$ cat src/rtl/cppc_consts.svh
`ifndef CPPC_CONSTS_SVH
`define CPPC_CONSTS_SVH

// register offsets
`define CPPC_REG_CTRL 4'h0
`define CPPC_REG_STAT 4'h1
`define CPPC_REG_IRQ_STAT 4'h2
`define CPPC_REG_IRQ_CLR 4'h3
`define CPPC_REG_IRQ_EN 4'h4
`define CPPC_REG_PATHS 4'h5

// control register fields
`define CPPC_CTRL_DEVSTAT_LSB 0
`define CPPC_CTRL_CHGENA_BIT 2
`define CPPC_CTRL_SUSENA_BIT 3
`define CPPC_CTRL_AUTOSTOP_BIT 4
`define CPPC_CTRL_AUTORES_BIT 5
`define CPPC_CTRL_RESTART_BIT 6
`define CPPC_CTRL_RESET 8'h04

// interrupt bits
`define CPPC_IRQ_USBINS 0
`define CPPC_IRQ_USBREM 1
`define CPPC_IRQ_ADPINS 2
`define CPPC_IRQ_ADPREM 3
`define CPPC_IRQ_HALT 4
`define CPPC_IRQ_BATFULL 5
`define CPPC_IRQ_W 6

// mode codes
`define CPPC_MODE_PLAY 4'h0
`define CPPC_MODE_USB_CHG 4'h3
`define CPPC_MODE_USB_SUSP 4'h5
`define CPPC_MODE_ADP_CHG 4'h8
`define CPPC_MODE_BATFULL 4'ha
`define CPPC_MODE_HALT 4'hb

// usb device state field value for suspend
`define CPPC_DEVSTAT_SUSPEND 2'h3

// debounce time
`define CPPC_DEB_MS 62
`define CPPC_CLK_HZ 20000000

`endif

$ cat src/rtl/cppc_pkg.sv
package cppc_pkg;
   // state of one power path element
   typedef enum logic [1:0] {
      CPPC_OFF = 2'h0,
      CPPC_ON = 2'h1,
      CPPC_CURRENT_LIMIT_STATE = 2'h2,
      CPPC_CHG = 2'h3
   } cppc_path_e;
   // usb current limit level
   typedef enum logic [1:0] {
      CPPC_LIM_100MA = 2'h0,
      CPPC_LIM_500MA = 2'h1,
      CPPC_LIM_1A = 2'h2,
      CPPC_LIM_SUSP = 2'h3
   } cppc_lim_e;
endpackage : cppc_pkg

$ cat src/rtl/cppc_power_path.sv
// Design decisions made here: the address-and-strobe port and the address map.
`timescale 1ns/1ps
`include "cppc_consts.svh"
// Function
// RL1 - debounce usb presence 62 ms both ways
// RL2 - debounce adapter sense 62 ms both ways
// RL3 - usb limit 100 mA, 500 mA, 1 A
// RL4 - adapter present: charge sys-bat, block usb-sys
// RL5 - drive adapter fet when adapter charges
// RL6 - no usb: block battery-to-usb path
// RL7 - charge sequencing runs without software
// RL8 - adapter presence only from sense input
// RL9 - play only: only ideal diode on (with charging off, a present adapter drives the fet instead, and usb adds the usb switch beside the diode)
// RL10 - usb charge: usb current_limit_state, usb charger on
// RL11 - suspend: chargers off, switch per enable
// RL12 - adapter charge: fet on, sys-bat charging
// RL13 - halt and full: chargers off, paths kept
// RL14 - software writes 11 for usb suspend
// RL15 - report 4-bit mode code
// RL16 - watchdog or supply fault enters halt (from usb or adapter charge only; play, suspend and full ignore both)
// RL17 - debounce restarts on early reversion
module cppc_power_path #(
   parameter int DEB_CYCLES = (`CPPC_DEB_MS * (`CPPC_CLK_HZ / 1000))
) (
   // clock and reset
   input wire logic i_clock,
   input wire logic i_rstn,
   // register port
   input wire logic [3:0] i_addr,
   input wire logic [7:0] i_wdata,
   input wire logic i_wr,
   input wire logic i_rd,
   output logic [7:0] o_rdata,
   // comparator and monitor pins
   input wire logic i_usb_pres,
   input wire logic i_adapter_sense_in,
   input wire logic i_supply_fault,
   input wire logic i_wdt_expired,
   input wire logic i_batt_full_cond,
   input wire logic i_batt_resume,
   // path controls
   output logic o_adapter_fet_drive,
   output logic [1:0] o_usb_sys_state,
   output logic [1:0] o_usb_bat_state,
   output logic [1:0] o_sys_bat_state,
   output logic o_ideal_diode_en,
   output logic o_usb_reverse_block,
   output logic [1:0] o_usb_limit,
   output logic [3:0] o_mode,
   output logic o_irq
);
   typedef enum logic [2:0] {
      CPPC_ST_PLAY = 3'h0,
      CPPC_ST_USB = 3'h1,
      CPPC_ST_SUSP = 3'h3,
      CPPC_ST_ADP = 3'h2,
      CPPC_ST_FULL = 3'h6,
      CPPC_ST_HALT = 3'h4
   } cppc_state_e;

   // refuse an interval that the debouncers cannot count
   if (DEB_CYCLES < 1) begin : g_bad_deb
      $error("debounce interval must be at least one cycle");
   end

   // two-stage synchronisers for pin inputs
   logic [5:0] sync1_r; // first stage, read only by second stage
   logic [5:0] sync2_r; // second stage
   always_ff @(posedge i_clock) begin
      if (!i_rstn) begin
         sync1_r <= 6'h00;
         sync2_r <= 6'h00;
      end else begin
         // fixed pin order; bits 0 and 1 feed the debouncers
         sync1_r <= {i_batt_resume, i_batt_full_cond, i_wdt_expired, i_supply_fault,
                     i_adapter_sense_in, i_usb_pres};
         sync2_r <= sync1_r;
      end
   end

   // debounced presence, index 0 for usb and index 1 for the adapter
   logic [1:0] pres_on; // accepted levels
   logic [1:0] pres_ins; // one-cycle insertion events
   logic [1:0] pres_rem; // one-cycle removal events
   logic usb_on, usb_ins, usb_rem; // usb view of the vectors
   logic adp_on, adp_ins, adp_rem; // adapter view of the vectors
   // one debouncer per supply; the adapter is judged from its sense pin alone
   for (genvar g = 0; g < 2; g++) begin : g_deb
      // a reverting level restarts the count inside each debouncer
      cppc_debounce #(.COUNT(DEB_CYCLES)) u_deb ( // RL1 RL2 RL8
         .i_clock(i_clock),
         .i_rstn(i_rstn),
         .i_level(sync2_r[g]),
         .o_state(pres_on[g]),
         .o_rise(pres_ins[g]),
         .o_fall(pres_rem[g])
      );
   end
   // usb on index 0
   assign usb_on = pres_on[0];
   assign usb_ins = pres_ins[0];
   assign usb_rem = pres_rem[0];
   // adapter on index 1, never taken from the system rail
   assign adp_on = pres_on[1];
   assign adp_ins = pres_ins[1];
   assign adp_rem = pres_rem[1];

   // monitor levels after synchronisation
   logic fault, wdt, full_cond, resume_cond;
   assign fault = sync2_r[2];
   assign wdt = sync2_r[3];
   assign full_cond = sync2_r[4];
   assign resume_cond = sync2_r[5];

   // registers
   logic [7:0] ctrl_r; // charger_ctrl_seven / charger_ctrl_eight merged
   logic [`CPPC_IRQ_W-1:0] irq_stat_r; // sticky events
   logic [`CPPC_IRQ_W-1:0] irq_en_r; // interrupt enables
   logic restart_pulse; // one-shot restart request
   logic [1:0] devstat;
   logic chgena, susena, autostop, autores;
   assign devstat = ctrl_r[`CPPC_CTRL_DEVSTAT_LSB +: 2];
   assign chgena = ctrl_r[`CPPC_CTRL_CHGENA_BIT];
   assign susena = ctrl_r[`CPPC_CTRL_SUSENA_BIT];
   assign autostop = ctrl_r[`CPPC_CTRL_AUTOSTOP_BIT];
   assign autores = ctrl_r[`CPPC_CTRL_AUTORES_BIT];
   assign restart_pulse = i_wr && i_addr == `CPPC_REG_CTRL && i_wdata[`CPPC_CTRL_RESTART_BIT];

   // control register write; restart bit is self clearing
   // bits 7 and 6 are never stored, so they read back as zero
   always_ff @(posedge i_clock) begin
      if (!i_rstn) begin
         ctrl_r <= `CPPC_CTRL_RESET;
      end else if (i_wr && i_addr == `CPPC_REG_CTRL) begin
         ctrl_r <= {1'b0, 1'b0, i_wdata[5:0]};
      end
   end

   // interrupt enable register
   always_ff @(posedge i_clock) begin
      if (!i_rstn) begin
         irq_en_r <= '0;
      end else if (i_wr && i_addr == `CPPC_REG_IRQ_EN) begin
         irq_en_r <= i_wdata[`CPPC_IRQ_W-1:0];
      end
   end

   // mode state machine
   cppc_state_e state_r, state_nxt;
   logic halt_evt, full_evt;
   always_comb begin
      state_nxt = state_r;
      unique case (state_r)
         // idle until a supply is debounced and charging is enabled
         CPPC_ST_PLAY: begin
            if (adp_on && chgena) begin
               state_nxt = CPPC_ST_ADP; // RL4 RL7
            end else if (usb_on && chgena) begin
               state_nxt = (devstat == `CPPC_DEVSTAT_SUSPEND) ? CPPC_ST_SUSP : CPPC_ST_USB;
            end
         end
         // charging: leave on removal, fault, full with autostop armed or change of supply
         CPPC_ST_USB, CPPC_ST_ADP: begin
            if (!chgena || (!adp_on && !usb_on)) begin
               state_nxt = CPPC_ST_PLAY;
            end else if (fault || wdt) begin
               state_nxt = CPPC_ST_HALT; // RL16
            end else if (full_cond && autostop) begin
               state_nxt = CPPC_ST_FULL; // RL7
            end else if (state_r == CPPC_ST_USB && adp_on) begin
               state_nxt = CPPC_ST_ADP; // RL4
            end else if (state_r == CPPC_ST_USB && devstat == `CPPC_DEVSTAT_SUSPEND) begin
               state_nxt = CPPC_ST_SUSP; // RL14
            end else if (state_r == CPPC_ST_ADP && !adp_on) begin
               state_nxt = CPPC_ST_PLAY;
            end
         end
         // suspend lasts while usb alone is present, charging is enabled and the field holds suspend
         CPPC_ST_SUSP: begin
            if (adp_on || !usb_on || devstat != `CPPC_DEVSTAT_SUSPEND || !chgena) begin
               state_nxt = CPPC_ST_PLAY;
            end
         end
         // full waits for removal, an armed resume or charging disabled
         CPPC_ST_FULL: begin
            if ((!adp_on && !usb_on) || (resume_cond && autores) || !chgena) begin
               state_nxt = CPPC_ST_PLAY;
            end
         end
         // halt waits for removal, a restart write or an armed resume
         CPPC_ST_HALT: begin
            if ((!adp_on && !usb_on) || restart_pulse || (resume_cond && autores)) begin
               state_nxt = CPPC_ST_PLAY;
            end
         end
         // unused codes fall back to idle
         default: state_nxt = CPPC_ST_PLAY;
      endcase
   end
   // one-cycle events on entry to halt and to full
   assign halt_evt = state_nxt == CPPC_ST_HALT && state_r != CPPC_ST_HALT;
   assign full_evt = state_nxt == CPPC_ST_FULL && state_r != CPPC_ST_FULL;

   // state register
   always_ff @(posedge i_clock) begin
      if (!i_rstn) begin
         state_r <= CPPC_ST_PLAY;
      end else begin
         state_r <= state_nxt;
      end
   end

   // sticky interrupt status, set beats clear
   logic [`CPPC_IRQ_W-1:0] ev_set;
   logic [`CPPC_IRQ_W-1:0] ev_clr;
   // event order matches the status bit positions
   assign ev_set = {full_evt, halt_evt, adp_rem, adp_ins, usb_rem, usb_ins};
   assign ev_clr = (i_wr && i_addr == `CPPC_REG_IRQ_CLR) ? i_wdata[`CPPC_IRQ_W-1:0] : '0;
   always_ff @(posedge i_clock) begin
      if (!i_rstn) begin
         irq_stat_r <= '0;
      end else begin
         irq_stat_r <= (irq_stat_r & ~ev_clr) | ev_set; // RL1 RL2 RL16
      end
   end

   // path decode from mode and presence
   logic fet_nxt, diode_nxt;
   logic [1:0] usys_nxt, ubat_nxt, sbat_nxt;
   logic [3:0] mode_nxt;
   always_comb begin
      fet_nxt = 1'b0;
      diode_nxt = 1'b0;
      usys_nxt = cppc_pkg::CPPC_OFF;
      ubat_nxt = cppc_pkg::CPPC_OFF;
      sbat_nxt = cppc_pkg::CPPC_OFF;
      mode_nxt = `CPPC_MODE_PLAY;
      unique case (state_nxt)
         // play only: battery feeds the system through the diode unless a present adapter drives the fet
         CPPC_ST_PLAY: begin
            diode_nxt = 1'b1; // RL9
            // usb may still feed the system with charging disabled
            if (adp_on) begin
               fet_nxt = 1'b1;
               diode_nxt = 1'b0;
            end else if (usb_on) begin
               usys_nxt = cppc_pkg::CPPC_CURRENT_LIMIT_STATE;
            end
         end
         // usb charge and play
         CPPC_ST_USB: begin
            usys_nxt = cppc_pkg::CPPC_CURRENT_LIMIT_STATE; // RL10
            ubat_nxt = cppc_pkg::CPPC_CHG; // RL10
            mode_nxt = `CPPC_MODE_USB_CHG;
         end
         // suspend: usb switch fully on or the diode, never both
         CPPC_ST_SUSP: begin
            usys_nxt = susena ? cppc_pkg::CPPC_ON : cppc_pkg::CPPC_OFF; // RL11
            diode_nxt = ~susena; // RL11
            mode_nxt = `CPPC_MODE_USB_SUSP;
         end
         // adapter charge and play
         CPPC_ST_ADP: begin
            fet_nxt = 1'b1; // RL5 RL12
            sbat_nxt = cppc_pkg::CPPC_CHG; // RL4 RL12
            mode_nxt = `CPPC_MODE_ADP_CHG;
         end
         // chargers stopped, supply paths kept as the present supply allows
         CPPC_ST_FULL, CPPC_ST_HALT: begin
            if (adp_on) begin
               fet_nxt = 1'b1; // RL5 RL13
            end else if (usb_on) begin
               usys_nxt = cppc_pkg::CPPC_CURRENT_LIMIT_STATE; // RL13
            end else begin
               diode_nxt = 1'b1;
            end
            mode_nxt = (state_nxt == CPPC_ST_HALT) ? `CPPC_MODE_HALT : `CPPC_MODE_BATFULL; // RL15
         end
         // unused codes report play only
         default: mode_nxt = `CPPC_MODE_PLAY;
      endcase
   end

   // registered path outputs
   always_ff @(posedge i_clock) begin
      if (!i_rstn) begin
         o_adapter_fet_drive <= 1'b0;
         o_usb_sys_state <= cppc_pkg::CPPC_OFF;
         o_usb_bat_state <= cppc_pkg::CPPC_OFF;
         o_sys_bat_state <= cppc_pkg::CPPC_OFF;
         // battery keeps the system alive and the usb pin stays isolated
         o_ideal_diode_en <= 1'b1;
         o_usb_reverse_block <= 1'b1;
         o_mode <= `CPPC_MODE_PLAY;
      end else begin
         // outputs follow the next state, so they move with the state register
         o_adapter_fet_drive <= fet_nxt;
         o_usb_sys_state <= usys_nxt;
         o_usb_bat_state <= ubat_nxt;
         o_sys_bat_state <= sbat_nxt;
         o_ideal_diode_en <= diode_nxt;
         o_usb_reverse_block <= ~usb_on; // RL6
         o_mode <= mode_nxt; // RL15
      end
   end

   // usb current limit from device-state field
   always_ff @(posedge i_clock) begin
      if (!i_rstn) begin
         o_usb_limit <= cppc_pkg::CPPC_LIM_100MA;
      end else begin
         o_usb_limit <= devstat; // RL3
      end
   end

   // interrupt output
   // uses the next status so a clear and the line drop in the same cycle
   always_ff @(posedge i_clock) begin
      if (!i_rstn) begin
         o_irq <= 1'b0;
      end else begin
         o_irq <= |(((irq_stat_r & ~ev_clr) | ev_set) & irq_en_r);
      end
   end

   // read data, one cycle after the read strobe
   always_ff @(posedge i_clock) begin
      if (!i_rstn) begin
         o_rdata <= 8'h00;
      end else if (i_rd) begin
         unique case (i_addr)
            // the clear register is write only and falls to the default
            `CPPC_REG_CTRL: o_rdata <= ctrl_r;
            `CPPC_REG_STAT: o_rdata <= {2'h0, adp_on & usb_on, adp_on | usb_on, o_mode};
            `CPPC_REG_IRQ_STAT: o_rdata <= {2'h0, irq_stat_r};
            `CPPC_REG_IRQ_EN: o_rdata <= {2'h0, irq_en_r};
            `CPPC_REG_PATHS: o_rdata <= {o_ideal_diode_en, o_adapter_fet_drive,
                                         o_sys_bat_state, o_usb_bat_state, o_usb_sys_state};
            default: o_rdata <= 8'h00;
         endcase
      end else begin
         // read data stand for one cycle only
         o_rdata <= 8'h00;
      end
   end
endmodule : cppc_power_path

$ cat src/rtl/cppc_debounce.sv
`timescale 1ns/1ps
// debounces one raw comparator level and emits rise and fall events
module cppc_debounce #(
   parameter int COUNT = 1240000
) (
   // clock and reset
   input wire logic i_clock,
   input wire logic i_rstn,
   // synchronised raw level
   input wire logic i_level,
   // debounced result
   output logic o_state,
   output logic o_rise,
   output logic o_fall
);
   localparam int CW = $clog2(COUNT + 1);
   logic [CW-1:0] cnt_r; // cycles the level has differed from o_state

   initial begin
      if (COUNT < 1) $error("debounce count must be at least one");
   end

   // counter restarts whenever the level reverts
   always_ff @(posedge i_clock) begin
      if (!i_rstn) begin
         cnt_r <= '0;
      end else if (i_level == o_state) begin
         cnt_r <= '0; // RL17
      end else if (cnt_r == CW'(COUNT - 1)) begin
         cnt_r <= '0;
      end else begin
         cnt_r <= cnt_r + 1'b1;
      end
   end

   // accept the new level after the full interval
   always_ff @(posedge i_clock) begin
      if (!i_rstn) begin
         o_state <= 1'b0;
         o_rise <= 1'b0;
         o_fall <= 1'b0;
      end else begin
         o_rise <= 1'b0;
         o_fall <= 1'b0;
         if (i_level != o_state && cnt_r == CW'(COUNT - 1)) begin
            o_state <= i_level;
            o_rise <= i_level;
            o_fall <= ~i_level;
         end
      end
   end
endmodule : cppc_debounce

$ cat config.mk
export PLATFORM = sky130hd
export DESIGN_NAME = cppc_power_path
export DESIGN_NICKNAME = d
export VERILOG_FILES = /design/src/rtl/cppc_pkg.sv /design/src/rtl/cppc_power_path.sv /design/src/rtl/cppc_debounce.sv
export VERILOG_INCLUDE_DIRS = /design/src /design/src/rtl
export SDC_FILE = /design/constraint.sdc
export NUM_CORES = 1
export LEC_CHECK = 0
export BUFFER_PORTS_ARGS = -buffer_cell sky130_fd_sc_hd__buf_2
export CAP_MARGIN = 20
export CELL_PAD_IN_SITES_DETAIL_PLACEMENT = 1
export CELL_PAD_IN_SITES_GLOBAL_PLACEMENT = 2
export CORE_ASPECT_RATIO = 0.6
export CORE_MARGIN = 2
export CORE_UTILIZATION = 36
export DETAILED_ROUTE_END_ITERATION = 7
export PLACE_DENSITY_LB_ADDON = 0.12
export SYNTH_ARGS = -nofsm -noshare
export SYNTH_HDL_FRONTEND = slang
export SYNTH_SLANG_ARGS = --single-unit
$ cat constraint.sdc
create_clock -name i_clock -period 2 [get_ports i_clock]
set_input_delay 0.4 -clock i_clock [delete_from_list [all_inputs] [get_ports i_clock]]
set_output_delay 0.4 -clock i_clock [all_outputs]
set_load 0.05 [all_outputs]
==> results.md <==
- g_deb[1].u_deb.cnt_r[4] — worst setup path endpoint
- 88.7 µm — vertical die dimension
- or4_1, or4_4, nand3_2, buf_12, nor2_1 — cells along the critical path
- 0.420 ns — worst slew pin tran
- 0 — antenna violations before repair
- reg -> reg — critical path class
- 5.33 — via count normalized by instance count
- clkbuf_16 — CTS Root Buffer Type
- 9 — total CTS buffers
- 0 — Post-CTS Setup Bufs
- 30 — count of standard-cell rows
- 525 MHz — Fmax
- 0.0655 ns — worst setup timing slack at the placement stage
- 928 µW — power dissipated by switching net loads
- in -> reg — worst min-delay path class
- 863 µm — met3 routed wirelength
- 0 ns — TNS Setup
- g_deb[1].u_deb.cnt_r[4] — destination of the worst register-to-register timing path
- 0 — number of failing setup endpoints in the final timing report
- or4_4 — slowest CP cell
- 103 — Clock Sinks
- dfxtp_1 — Yosys top cell by area
- 3 — number of levels in the clock H-tree
- 5 — number of logic stages on the critical path including buffering
- 3.5% — part of the power in combinational logic
- 0 — post-cts gate resize count
- flop — CP endpoint kind
- 758 mW/mm² — areal power density over the cells
- 47.9% — register area share after synthesis
- 23 — pin count of the biggest net entering global routing
- 0.00486 mm² — cell area after placement
- 563 — final net count
- 3538 — via count of the first global-routing pass
- 2 — Clock Tree Buf Depth
- 0 — total congestion overflow after global routing
- 1.91 ns — Final min period
- 0.35 ns — clock latency on the worst-skew pair
- 252 — DRT iter0 DRCs
- 0.0115 mm² — placeable core region
- 2.24 ns — required time at the worst-slack endpoint
- 55 — count of unique library cells instantiated by Yosys
- 0.00856 ns — setup skew after layout
- dfxtp_1 (48%), nor2_1 (5.1%), xor2_1 (4.5%) — leading cell types by total area after synthesis
- 0.825 — RePlAce Congestion
- dfxtp_1 — library cell with the highest instance count after synthesis
- 0 — count of maximum capacitance violations
- yes — clock tree from TritonCTS
- 0.364 mV — Worst IR Drop VDD
- 0 — Inserted Diodes
- 23.8% — Sw Ratio
- 0 — final slew viol count
- false — unrepaired setup endpoints after global routing
- 0 — EDFF count, synth
- 1 — CP Buf/Inv Count
- 0.251 ns — post-route worst hold slack
- 474 — number of instances in the synthesized netlist
- 37.5% — initial core utilization
- 9.97 mm — half-perimeter wire length after detailed placement
- 688 — dpl cells
- 71.9% — Max-slew headroom
- complete, no violations — status
- 5 — first-pass iteration count of the detailed router
- 0 — total of hold buffers inserted after clock tree synthesis
- 2980 µW — internal power component
- 19.7% — synthesis-to-layout area growth
- 498 — net count after synthesis
- 0.0948 ns — setup slack after layout
- dfxtp_1 (103), nor2_1 (58), nand2_1 (38) — top cell types by occurrence after synthesis
- 3750 — routed via count
- 0 — drt drc
- 95.3% — portion of the clock cycle consumed by the worst path in the final layout
- 2.15 ns — WP data arrival
- 18.4 µm — drt wl/cell
- 0 — yosys warns
- 0.08 ns — post-CTS clock slew at the launch and capture registers of the worst setup and hold paths
- met4 — DR top layer
- 20.4 mm — first-pass GRT wire length
- 21.0% — overall track demand over capacity in global routing
- 0.09 ns — Worst R2R Setup Slack
- dfxtp_1 — main flop type after synthesis
- 103 — count of state elements after synthesis
- 0% — post-synthesis async set-or-reset flop share
- 47.9% — Yosys top cell area share
- 0.00190 µW — static leakage power
- g_deb[1].u_deb.cnt_r[12] — startpoint of the most critical register-to-register path
- 46 — total I/O pin count
- 704 — non-filler instance count after layout
- 0 — antenna violation net count after detailed routing
- 21 — critical path peak fanout
- 13.0 mm — wirelength, routed
- simple AND/OR/NAND/NOR gates — family with the most delay on the worst path
- 44 — number of buffers added on ports
- 18.9% — share of cells above drive strength 1
- 0.0129 mm² — die area
- 0.59 ns — maximum cell stage delay along the critical path
- 0 — final hold viol count
- 7.19 mm — routed metal-1 wirelength
- 5 — length in cells of the worst reg-to-reg path
- 145 µm — Chip Width
- 0.00516 mm² — finished layout cell area
- 53.1% — sequential fraction of design power
- 4.82 mm — DR WL met2
- 9.09 µm² — mean instance size in the synthesized netlist
- flop — startpoint types
- 0.00431 mm² — mapped cell area
- 43.3% — proportion of power drawn by the clock network
- g_deb[1].u_deb.cnt_r[12] — critical path launch point
-- registers in the layout, summed over array words and instances (netlist names) --
| name | flops |
|---|---|
| ctrl_r | 6 |
| g_deb.u_deb.cnt_r | 42 |
| g_deb.u_deb.o_fall | 2 |
| g_deb.u_deb.o_rise | 2 |
| g_deb.u_deb.o_state | 2 |
| irq_en_r | 6 |
| irq_stat_r | 6 |
| o_adapter_fet_drive | 1 |
| o_ideal_diode_en | 1 |
| o_irq | 1 |
| o_mode | 4 |
| o_rdata | 8 |
| o_sys_bat_state | 1 |
| o_usb_bat_state | 1 |
| o_usb_limit | 2 |
| o_usb_reverse_block | 1 |
| o_usb_sys_state | 2 |
| state_r | 3 |
| sync1_r | 6 |
| sync2_r | 6 |
-- cell families (layout without fill, tap and decap cells) --
logic type	count (synthesis)	after routing	synth area share (%)
buffers and inverters	32	102	3.83
xor gates and xnor gates	41	41	8.33
DFF	103	103	47.9
adders and majority gates	2	2	0.581
and+or+nand+nor	228	228	27.8
AOI/OAI and AO/OA	66	66	11.1
muxes	2	2	0.465
-- per-stage QoR --
step / util, % / total power (µW)
2_1_floorplan: - / 2180
3_3_place_gp: 42.3 / 2250
3_5_place_dp: 42.3 / 2260
4_1_cts: 44.8 / 3940
5_1_grt: 44.9 / 4040
6_report: 44.9 / 3910
-- metal layers --
layer  up-vias  track usage [%]
met5         -                0
met4         0             4.28
met3         9             4.74
met2       102             27.6
met1      1842             34.0
li1       1797                -
-- cell usage in the layout, fill, tap and decap left out, drive strengths merged, types with 2 or more instances in the layout --
cell	Yosys	final
a211oi	3	3
a21boi	12	12
a21oi	13	13
a222oi	5	5
a22oi	7	7
a31o	2	2
a31oi	7	7
a41oi	4	4
and2	25	25
and3	11	11
and4	7	7
buf	11	75
clkbuf	10	9
clkinv	0	3
dfxtp	103	103
ha	2	2
inv	11	14
mux2i	2	2
nand2	38	38
nand2b	4	4
nand3	30	30
nand4	15	15
nand4b	2	2
nor2	58	58
nor2b	9	9
nor3	12	12
nor3b	2	2
nor4	7	7
o21a	2	2
o21ai	4	4
o31ai	2	2
or4	2	2
xnor2	19	19
xor2	22	22
-- worst min path at each step --
stage	from	to	slack, ns	cells after the start
after global routing	i_batt_resume	sync1_r[5]	0.25	2
after floorplan	sync1_r[0]	sync2_r[0]	0.41	1
after global placement	sync1_r[5]	sync2_r[5]	0.42	1
after CTS	i_batt_resume	sync1_r[5]	0.24	2
final	i_batt_resume	sync1_r[5]	0.25	2
after detailed placement	sync1_r[5]	sync2_r[5]	0.42	1
-- cell type report --
| class | instances | area [µm²] |
|---|---|---|
| timing repair buffer | 75 | 478 |
| inverter | 11 | 41.3 |
| sequential | 103 | 2060 |
| clock buffer | 9 | 225 |
| multi-input combinational | 339 | 2090 |
| fill | 1394 | 6330 |
| clock inverter | 7 | 55.1 |
| tap | 160 | 200 |
-- power groups by stage --
stage,clock network (µW),logic (µW),registers (µW)
after floorplan,0,61.5,2120
after global placement,0,132,2120
after detailed placement,0,136,2120
after CTS,1730,136,2070
after global routing,1810,150,2080
final,1690,138,2080
No activity file was read; power rests on OpenSTA's default activity.
